**config.mk**
```make
export PLATFORM = sky130hd
export DESIGN_NAME = config_response_framer
export DESIGN_NICKNAME = d
export VERILOG_FILES = /design/src/verilog/octet_sel.v /design/src/verilog/config_response_framer.v
export VERILOG_INCLUDE_DIRS = /design/src /design/src/verilog
export SDC_FILE = /design/constraint.sdc
export NUM_CORES = 1
export LEC_CHECK = 0
export BUFFER_PORTS_ARGS = -buffer_cell sky130_fd_sc_hd__buf_2
export CAP_MARGIN = 5
export CORE_AREA = 2 2 153 155
export CTS_CLUSTER_SIZE = 24
export DETAILED_ROUTE_END_ITERATION = 16
export DIE_AREA = 0 0 155 157
export GPL_ROUTABILITY_DRIVEN = 0
export SYNTH_ARGS = -nofsm -noshare
export SYNTH_HDL_FRONTEND = slang
export SYNTH_SLANG_ARGS = --single-unit
```
**constraint.sdc**
```tcl
create_clock -name ref_clk -period 6.3 [get_ports ref_clk]
set_clock_uncertainty 0.2 [all_clocks]
set_input_delay 0.63 -clock ref_clk [delete_from_list [all_inputs] [get_ports ref_clk]]
set_output_delay 0.63 -clock ref_clk [all_outputs]
set_load 0.03 [all_outputs]
```
**src/verilog/config_response_map.vh**
```
`ifndef CONFIG_RESPONSE_MAP_VH
`define CONFIG_RESPONSE_MAP_VH
// =====================================================
// Datagram types and lengths
`define CMD_GET_CONFIG       16'h3030
`define RSP_GET_CONFIG       16'h3130
`define RSP_HDR_OCTETS       7'h04
`define COMMON_OCTETS        7'h2A
// =====================================================
// Field offsets within the payload
`define OFS_PROTO_REV        7'h00
`define OFS_CLASS_CODE       7'h01
`define OFS_SW_REV           7'h02
`define OFS_IDENT            7'h0A
`define SW_REV_OCTETS        7'h08
`define IDENT_OCTETS         7'h20
// =====================================================
// Value limits and fills
`define FIELD_MIN            8'h01
`define FIELD_MAX            8'hFE
`define EXT_MARKER           8'hFF
`define NUL_FILL             8'h00
`define PROTO_REV_DEFAULT    8'h0B
`define CLASS_CODE_DEFAULT   8'h01
`endif

```
**src/verilog/octet_sel.v**
```verilog
`timescale 1ns/1ps
`default_nettype none
`include "config_response_map.vh"
// =====================================================
// Picks the payload octet at a given index
module octet_sel (
    input  wire [6:0]   index,        // Payload octet index
    input  wire [7:0]   proto_rev,    // Clamped revision
    input  wire [7:0]   class_code,   // Clamped class code
    input  wire [63:0]  sw_rev,       // Software text, octet 0 in low bits
    input  wire [255:0] ident,        // Vendor text, octet 0 in low bits
    output reg  [7:0]   octet         // Selected octet
);
    reg [6:0] k;
    always @* begin
        k = 7'h00;
        octet = `NUL_FILL;
        if (index == `OFS_PROTO_REV) begin
            octet = proto_rev;
        end else if (index == `OFS_CLASS_CODE) begin
            octet = class_code;
        end else if (index < `OFS_IDENT) begin
            k = index - `OFS_SW_REV;
            octet = sw_rev[k[2:0]*8 +: 8];
        end else if (index < `COMMON_OCTETS) begin
            k = index - `OFS_IDENT;
            octet = ident[k[4:0]*8 +: 8];
        end
    end
endmodule // octet_sel
`default_nettype wire

```
**src/verilog/config_response_framer.v**
```verilog
`timescale 1ns/1ps
`default_nettype none
`include "config_response_map.vh"
module config_response_framer (
    input  wire         ref_clk,        // 10 MHz clock
    input  wire         reset,          // Async reset, active high
    input  wire         cmd_valid,      // Decoded command present, one cycle
    input  wire [15:0]  cmd_type,       // Decoded command type
    input  wire [15:0]  cmd_length,     // Decoded command payload length
    input  wire [7:0]   proto_rev,      // Revision times ten
    input  wire [7:0]   class_code,     // Equipment class code
    input  wire [63:0]  sw_rev,         // Software text, octet 0 in low bits
    input  wire [255:0] ident,          // Vendor text, octet 0 in low bits
    input  wire [7:0]   extra_length,   // Class specific octet count
    input  wire [7:0]   extra_data,     // Class specific octet
    output wire         extra_ready,    // Class octet consumed this cycle
    output reg          tx_valid,       // Output octet valid
    output reg  [7:0]   tx_data,        // Output octet
    output reg          tx_last,        // Last octet of datagram
    input  wire         tx_ready,       // Downstream accepts octet
    output wire         busy            // Response in progress
);
    localparam S_IDLE   = 3'b001;
    localparam S_COMMON = 3'b010;
    localparam S_EXTRA  = 3'b100;

    reg [2:0]  state;
    reg [6:0]  index;
    reg [7:0]  extra_left;
    reg [7:0]  extra_count;
    reg [15:0] pay_len;
    reg [7:0]  clamp_rev;
    reg [7:0]  clamp_class;
    reg [63:0] sw_clean;
    reg        seen_nul;
    reg [6:0]  common_index;
    wire [7:0] common_octet;
    integer    i;

    // =====================================================
    // Field value conditioning
    // Out-of-range settings are clamped rather than refused, so a bad setting
    // still yields a legal response whose revision and class octets never carry the extension marker
    function [7:0] clamp;
        input [7:0] v;
        begin
            if (v < `FIELD_MIN)
                clamp = `FIELD_MIN;
            else if (v >= `EXT_MARKER)
                clamp = `FIELD_MAX;
            else
                clamp = v;
        end
    endfunction

    always @* begin
        clamp_rev = clamp(proto_rev);
        clamp_class = clamp(class_code);
        // Software text past the first NUL is blanked so its stale characters never reach the console
        seen_nul = 1'b0;
        sw_clean = 64'h0000000000000000;
        for (i = 0; i < 8; i = i + 1) begin
            if (sw_rev[i*8 +: 8] == `NUL_FILL)
                seen_nul = 1'b1;
            sw_clean[i*8 +: 8] = seen_nul ? `NUL_FILL : sw_rev[i*8 +: 8];
        end
    end

    // Header occupies indexes 0..3, payload starts at 4
    always @* begin
        common_index = index - `RSP_HDR_OCTETS;
    end

    // =====================================================
    // Payload octet selection
    octet_sel octet_sel_inst (
        .index      (common_index),
        .proto_rev  (clamp_rev),
        .class_code (clamp_class),
        .sw_rev     (sw_clean),
        .ident      (ident),
        .octet      (common_octet)
    );

    // =====================================================
    // Sequencer
    // Octets in the order they leave on tx_data:
    //   0..1    response type, high octet first
    //   2..3    payload length, high octet first
    //   4       protocol revision
    //   5       class code
    //   6..13   software revision text
    //   14..45  vendor identification text
    //   46..    class specific octets, extra_length of them
    // index runs one ahead of the octet on offer, so it equals END_INDEX while
    // the last common octet waits to be taken.
    localparam [15:0] RSP_TYPE   = `RSP_GET_CONFIG;
    localparam [6:0]  END_INDEX  = `RSP_HDR_OCTETS + `COMMON_OCTETS;
    localparam [6:0]  LAST_INDEX = END_INDEX - 7'h01;

    // Only the configuration query with an empty payload starts a response
    function is_config_query;
        input [15:0] q_type;
        input [15:0] q_len;
        begin
            is_config_query = (q_type == `CMD_GET_CONFIG) && (q_len == 16'h0000);
        end
    endfunction

    // A command that arrives while busy is dropped; the poller must wait for the
    // end of the response before asking again
    wire take = tx_valid & tx_ready;
    wire hit  = cmd_valid && is_config_query(cmd_type, cmd_length);
    wire extra_first;
    wire extra_more;
    assign busy = (state != S_IDLE);

    // Each pulse pops the class octet read at that same edge, so the source only
    // has to show the next one by the following edge
    assign extra_first = (state == S_COMMON) && (index == END_INDEX) && (extra_count != 8'h00);
    assign extra_more  = (state == S_EXTRA) && (extra_left != 8'h01);
    assign extra_ready = take && (extra_first || extra_more);

    // Next octet to present once the current one is taken
    reg [7:0] next_data;
    reg       next_last;
    always @* begin
        next_data = `NUL_FILL;
        next_last = 1'b0;
        case (index)
            7'h00: next_data = RSP_TYPE[15:8];
            7'h01: next_data = RSP_TYPE[7:0];
            7'h02: next_data = pay_len[15:8];
            7'h03: next_data = pay_len[7:0];
            default: begin
                next_data = common_octet;
                next_last = (index == LAST_INDEX) && (extra_count == 8'h00);
            end
        endcase
    end

    // =====================================================
    // Output register
    // tx_data and tx_last move only on a take or when a response opens, so a stalled sink sees them held
    always @(posedge ref_clk or posedge reset) begin
        if (reset) begin
            state <= S_IDLE;
            index <= 7'h00;
            extra_left <= 8'h00;
            extra_count <= 8'h00;
            pay_len <= 16'h0000;
            tx_valid <= 1'b0;
            tx_data <= 8'h00;
            tx_last <= 1'b0;
        end else begin
            case (state)
                S_IDLE: begin
                    if (hit) begin
                        // Extra count latched so the length and stream stay consistent
                        extra_count <= extra_length;
                        pay_len <= {9'h000, `COMMON_OCTETS} + {8'h00, extra_length};
                        index <= 7'h01;
                        tx_valid <= 1'b1;
                        tx_data <= RSP_TYPE[15:8];
                        tx_last <= 1'b0;
                        state <= S_COMMON;
                    end
                end
                S_COMMON: begin
                    if (take) begin
                        if (index == END_INDEX) begin
                            if (extra_count == 8'h00) begin
                                tx_valid <= 1'b0;
                                tx_last <= 1'b0;
                                state <= S_IDLE;
                            end else begin
                                // Class data streams straight through; no staging buffer
                                tx_data <= extra_data;
                                tx_last <= (extra_count == 8'h01);
                                extra_left <= extra_count;
                                state <= S_EXTRA;
                            end
                        end else begin
                            tx_data <= next_data;
                            tx_last <= next_last;
                            index <= index + 7'h01;
                        end
                    end
                end
                S_EXTRA: begin
                    if (take) begin
                        if (extra_left == 8'h01) begin
                            tx_valid <= 1'b0;
                            tx_last <= 1'b0;
                            state <= S_IDLE;
                        end else begin
                            tx_data <= extra_data;
                            tx_last <= (extra_left == 8'h02);
                            extra_left <= extra_left - 8'h01;
                        end
                    end
                end
                default: begin
                    state <= S_IDLE;
                    tx_valid <= 1'b0;
                    tx_last <= 1'b0;
                    index <= 7'h00;
                    extra_left <= 8'h00;
                end
            endcase
        end
    end
endmodule // config_response_framer
`default_nettype wire

```
## After elaboration in Yosys (flattened, before gate mapping)

Index checks and enable logic that the tools add are counted.

| storage, ports and cells | value |
|---|---|
| register bits | 52 |
| word-level logic and storage cells | 144 |

| cells by class | value |
|---|---|
| add/sub/neg operators | 6 |
| magnitude comparators | 6 |
| eq/ne operators | 25 |
| shift-type cells | 2 |
| multiplexer cells | 64 |
| bitwise logic cells | 3 |
| reductions and logical operators | 30 |

Operators by type and width:

| kind | number |
|---|---|
| 256-bit by 9-bit indexed part select with 8-bit output | 1 |
| 8-bit two-way mux | 27 |
| 8-bit logical NOT | 9 |
| 64-bit by 7-bit indexed part select with 8-bit output | 1 |
| 8-bit case mux with 3 select lines | 2 |
| 8-bit case mux with 4 select lines | 1 |
| 1-bit two-way mux | 21 |
| 7-bit two-way mux | 3 |
| 7-bit case mux with 3 select lines | 1 |
| 3-bit two-way mux | 6 |
| 6-bit AND reduction | 3 |
| 16-bit by 14-bit equality test with 1-bit output, second input constant | 1 |
| 8-bit by 1-bit equality test with 1-bit output, second input constant | 2 |
| 8-bit >= comparator, second input constant | 2 |
| 16-bit logical NOT | 1 |
| 8-bit by 1-bit less-than comparator with 1-bit output, second input constant | 2 |
| 7-bit by 1-bit equality test with 1-bit output, second input constant | 2 |
| 7-bit by 2-bit equality test with 1-bit output, second input constant | 2 |
| 7-bit by 6-bit equality test with 1-bit output, second input constant | 2 |
| 7-bit logical NOT | 2 |
| 2-bit != test, second input constant | 6 |
| 6-bit by 8-bit adder with 9-bit output, first input constant | 1 |
| 3-bit case mux with 3 select lines | 1 |
| 8-bit by 2-bit equality test with 1-bit output, second input constant | 1 |
| other kinds (26) | 36 |

## Longest topological paths before layout

| logic depth | value |
|---|---|
| depth in word-level cells | 18 |
| gate-level depth with buffers | 14 |

## Cells and area by module

A second synthesis with hierarchy kept.

| unflattened totals | value |
|---|---|
| cell total of the unflattened synthesis | 702 |
| area total of the unflattened synthesis | 6,508.7 µm² |

By module, submodules not included:

| module | instances | cells each | area an instance (µm²) |
|---|---|---|---|
| config_response_framer | 1 | 409 | 3,479.6 |
| octet_sel | 1 | 293 | 3,029.2 |

## Worst setup path after synthesis

OpenSTA, ideal clock, no wires.

| timing | value |
|---|---|
| path kind | reg-to-reg |
| from | reg index[0] |
| to | reg index[0] |
| data arrival time | 2.889 ns |
| required time | 5.975 ns |
| path slack | 3.086 ns |
| stages on the path, launching flop included | 13 |
| clock period less this slack | 3.214 ns |
| cell sequence | dfrtp_1 buf_2 buf_6 buf_6 inv_2 buf_2 ha_1 clkbuf_1 nor4bb_1 o2bb2ai_1 nor2_1 o21bai_1 mux2_2 |

| between the ends | value |
|---|---|
| cells in the longest elaborated chain, start to end | 4 |
| elaborated cells on any way between the ends | 7 |
| those cells by class | add/sub (1); eq/ne (2); mux (3); reduce/logical (1) |

Ends and longest elaborated chain:

| element | RTL line | text |
|---|---|---|
| start, declared | config_response_framer.v:28 | `reg [6:0] index;` |
| start signal, assigned | config_response_framer.v:186 | `index <= index + 7'h01;` |
| 7-bit by 1-bit adder with 7-bit output | config_response_framer.v:186 |  |
| 7-bit two-way mux | config_response_framer.v:171 | `if (index == END_INDEX) begin` |
| 7-bit two-way mux | config_response_framer.v:170 | `if (take) begin` |
| 7-bit case mux with 3 select lines | config_response_framer.v:156 | `case (state)` |

Several ways; a longest one is shown, not always the timed one. The select of a mux whose other input is x is not followed.
A chain may end at the register's enable or synchronous reset.

## Worst setup path in the final report

| timing | value |
|---|---|
| from | reg index[1] |
| to | reg tx_data[7] |

| between the ends | value |
|---|---|
| cells in the longest elaborated chain, start to end | 11 |
| elaborated cells on any way between the ends | 24 |
| those cells by class | add/sub (3); order compare (2); eq/ne (6); shift (2); mux (8); reduce/logical (3) |

Ends and longest elaborated chain:

| element | RTL line | text |
|---|---|---|
| 7-bit by 3-bit subtractor with 7-bit output (no source line) | - |  |
| 5-bit by 4-bit subtractor with 5-bit output (no source line) | - |  |
| 256-bit by 9-bit indexed part select with 8-bit output | octet_sel.v:27 | `octet = ident[k[4:0]*8 +: 8];` |
| 8-bit two-way mux | octet_sel.v:25 | `` end else if (index < `COMMON_OCTETS) begin `` |
| 8-bit two-way mux | octet_sel.v:22 | `` end else if (index < `OFS_IDENT) begin `` |
| 8-bit two-way mux | octet_sel.v:20 | `` end else if (index == `OFS_CLASS_CODE) begin `` |
| 8-bit two-way mux | octet_sel.v:18 | `` if (index == `OFS_PROTO_REV) begin `` |
| 8-bit case mux with 4 select lines | config_response_framer.v:130 | `case (index)` |
| 8-bit two-way mux | config_response_framer.v:171 |  |
| 8-bit two-way mux | config_response_framer.v:170 |  |
| 8-bit case mux with 3 select lines | config_response_framer.v:156 |  |
| end signal, assigned | config_response_framer.v:164 | `tx_data <= RSP_TYPE[15:8];` |
| end signal, assigned | config_response_framer.v:178 | `tx_data <= extra_data;` |
| end signal, assigned | config_response_framer.v:184 | `tx_data <= next_data;` |
| end, declared | config_response_framer.v:18 | `output reg [7:0] tx_data,` |

Several ways; a longest one is shown, not always the timed one. The select of a mux whose other input is x is not followed.

==> flow_metrics.py <==
metrics = {
    "critical_path": {
        "timing.reg2reg.worst_path_depth": 8,
        "r2r_end": "tx_data[7]",
        "startpoint_type": "flip-flop",
        "rrSetupSlack_ns": 1.75,
        "required_ns": 6.29,
        "criticalPathCategory": "flip-flop to flip-flop",
        "arrival_ns": 4.54,
        "critical_path.reg2reg.startpoint": "index[1]",
        "cp-end-kind": "flip-flop",
        "timing.critical_path.fanout_max": 35,
    },
    "global_routing": {
        "grt_most_used_layer": "met2",
        "grtUsageMet1_pct": 32.0,
        "groute.layer.met3.usage_pct": 3.58,
        "grt_antenna_before_repair": 5,
        "maximum_number_of_pins_on_one_net_before_global_route_repair": 47,
        "track_usage_pct": 24.7,
        "met2_usage_pct": 44.8,
        "congestion_overflow_gr": 0,
        "wire_length_of_the_first_global_routing_pass_mm": 45.4,
        "number_of_global_route_vias_before_repair": 7322,
    },
    "detailed_routing": {
        "routed_wirelength_mm": 31.4,
        "detail-route-antenna-nets": 0,
        "detailroute.via_count": 7347,
        "drt-initial-drc-count": 583,
        "drc_errors": 0,
        "vias_per_cell": 5.67,
        "detail_route.wl_per_cell_um": 24.3,
        "drt_pass1_iterations": 5,
    },
    "worst_hold_path": {
        "min-delay-path-class": "input port to asynchronous set/reset pin",
    },
    "timing": {
        "layout_worst_path_cycle_share_pct": 72.2,
        "tightestPinTransition_ns": 1.22,
        "totalNegativeSetupSlack_ns": 0,
        "final_hold_viol_count": 0,
        "finalMaxSlewViolations": 0,
        "grt_setup_unrepaired": "false",
        "finalWorstSetupSlack_ns": 1.75,
        "fmax_ghz": 0.220,
        "report.final.setup_viol": 0,
        "fin_crit_ns": 4.55,
        "slew_headroom_pct": 17.5,
    },
    "floorplanning": {
        "fp.dieH_um": 157,
        "coreArea_mm2": 0.0225,
        "die_w_um": 155,
        "placement_rows": 55,
        "floorplan.die_area_mm2": 0.0243,
        "io_pins": 400,
        "initial_core_util_pct": 28.1,
    },
    "run": {
        "cap_viol_max_count": 0,
    },
    "pwr": {
        "vdd_ir_drop_max_uv": 112,
        "standby_leakage_power_nw": 3.75,
        "post-layout-total-power_uw": 982,
        "areal_power_density_over_the_cells_mw_per_mm2": 114,
    },
    "clock_network": {
        "clock_insertion_delay_worst_skew_ns": 0.30,
        "postCtsSetupBuffers": 0,
        "clock-sinks": 44,
        "cts.reportedPaths.clkPinSlew_ns": 0.07,
        "ctsResizeCount": 0,
        "htree_num_levels": 2,
        "numCtsBuffers": 5,
        "cts_buffer_depth": 2,
        "cts-root-buf": "clkbuf_16",
        "post_cts_hold_buffer_count": 0,
        "tritoncts": "built",
    },
    "logic_synthesis": {
        "synth.largest_area_cell": "mux4_2",
        "synth_cell_type_count": 87,
        "synth_common_cells": "mux4_2, nand2_1, dfrtp_1, nor2_1, o21ai_0",
        "synth_edf_count": 0,
        "ys_top_cells_by_area": "mux4_2, dfrtp_1, mux2i_1",
        "gate_count_of_the_mapped_netlist": 647,
        "synthesis.nets": 1050,
        "number_of_warnings_issued_by_yosys": 0,
        "asyncSetResetFlopFracSynth_pct": 100,
        "synth_top_cell_area_share_pct": 23.9,
        "post_synth.cell_area_avg_um2": 9.77,
        "ys_seq_area_share_pct": 17.4,
        "syn_area_mm2": 0.00632,
        "synth_most_common_cell": "mux4_2",
        "yosys_most_used_dff": "dfrtp_1",
        "ys_ff_latch": 44,
    },
    "placed_design": {
        "dp.final_hpwl_mm": 26.9,
        "post-place-ws_ns": 1.74,
        "io_buffer_count": 399,
        "dp.cells": 1287,
    },
    "finish": {
        "finalNonFillerCells": 1296,
        "fillers": 2270,
        "post_route_cells_drive_above_1_share_pct": 51.9,
        "area_growth_pct": 36.3,
        "final_net_count": 1412,
    },
    "status": {
        "result_of_the_run": "finished clean",
    },
}
==> critical path: stages, from the launching register on <==
cell and delay [ns]:
dfrtp_4 0.72, clkinv_1 0.49, ha_1 1.08, clkinv_1 0.80, mux4_2 0.48, nand2_1 0.08
a21oi_1 0.11, nand4b_1 0.23, a31o_1 0.23
==> routing by layer <==
metal	up-vias	part of all wire [%]
met5	-	0.12
met4	6	0.96
met3	34	6.3
met2	339	52
met1	3611	40
li1	3357	-
==> state kept, by name (all words and copies together), names as in the netlist <==
register     cells
tx_last          1
tx_valid         1
extra_left       8
extra_count      8
tx_data          8
pay_len          8
index            7
state            3
==> placed cells by master, fill, tap and decap left out, drive strengths merged, types with 13 or more instances in the layout <==
| master | instances |
|---|---|
| a211oi | 13 |
| a21oi | 35 |
| a31oi | 14 |
| buf | 403 |
| dfrtp | 43 |
| ha | 15 |
| mux2 | 29 |
| mux2i | 24 |
| mux4 | 70 |
| nand2 | 62 |
| nand3 | 17 |
| nor2 | 42 |
| nor4 | 28 |
| o21ai | 40 |
==> metrics by stage <==
stage / hold WS (ns) / util (%) / instance area (um2)
after floorplan: 0.264 / - / 6320
after global placement: 0.295 / 37.5 / 8440
after detailed placement: 0.308 / 37.5 / 8440
after CTS: 0.315 / 38.3 / 8610
after global routing: 0.343 / 38.3 / 8610
final: 0.279 / 38.3 / 8610
==> power by group <==
group / total (mW) / switching [mW] / internal [mW]
combinational: 0.308 / 0.136 / 0.172
clock: 0.322 / 0.132 / 0.189
sequential: 0.353 / 0.0356 / 0.317
==> worst max-delay path by stage <==
stage | slack [ns] | start | endpoint | cells past startpoint
detailed placement | 1.74 | index[1] | tx_data[7] | 8
global placement | 1.95 | index[1] | tx_data[7] | 8
finish | 1.75 | index[1] | tx_data[7] | 8
CTS | 1.74 | index[1] | tx_data[7] | 8
floorplan | 3.09 | index[0] | index[0] | 12
global route | 1.43 | index[1] | tx_data[7] | 8
==> final cells by class <==
type | instances | area [um2] | share of cell area (%)
inverters | 13 | 48.8 | 0.566
multi-input cells | 542 | 4900 | 56.9
clock buffers | 5 | 125 | 1.45
flip-flops and latches | 44 | 1110 | 12.9
well taps | 285 | 357 | 4.14
diodes | 1 | 2.50 | 0.0290
clock inverters | 3 | 46.3 | 0.537
repair buffers | 403 | 2030 | 23.5
==> cell families (layout without fill, tap and decap cells) <==
| logic type | after synthesis | after routing | synth area share (%) |
|---|---|---|---|
| AOI/OAI and AO/OA | 178 | 178 | 19.9 |
| DFF | 44 | 44 | 17.4 |
| muxes | 123 | 123 | 34.7 |
| adders and majority gates | 15 | 15 | 2.97 |
| and+or+nand+nor | 215 | 215 | 17.7 |
| xor gates and xnor gates | 11 | 11 | 1.94 |
| buffers and inverters | 61 | 424 | 5.35 |
| other | 0 | 1 | 0 |
No activity file was read; power rests on OpenSTA's default activity.
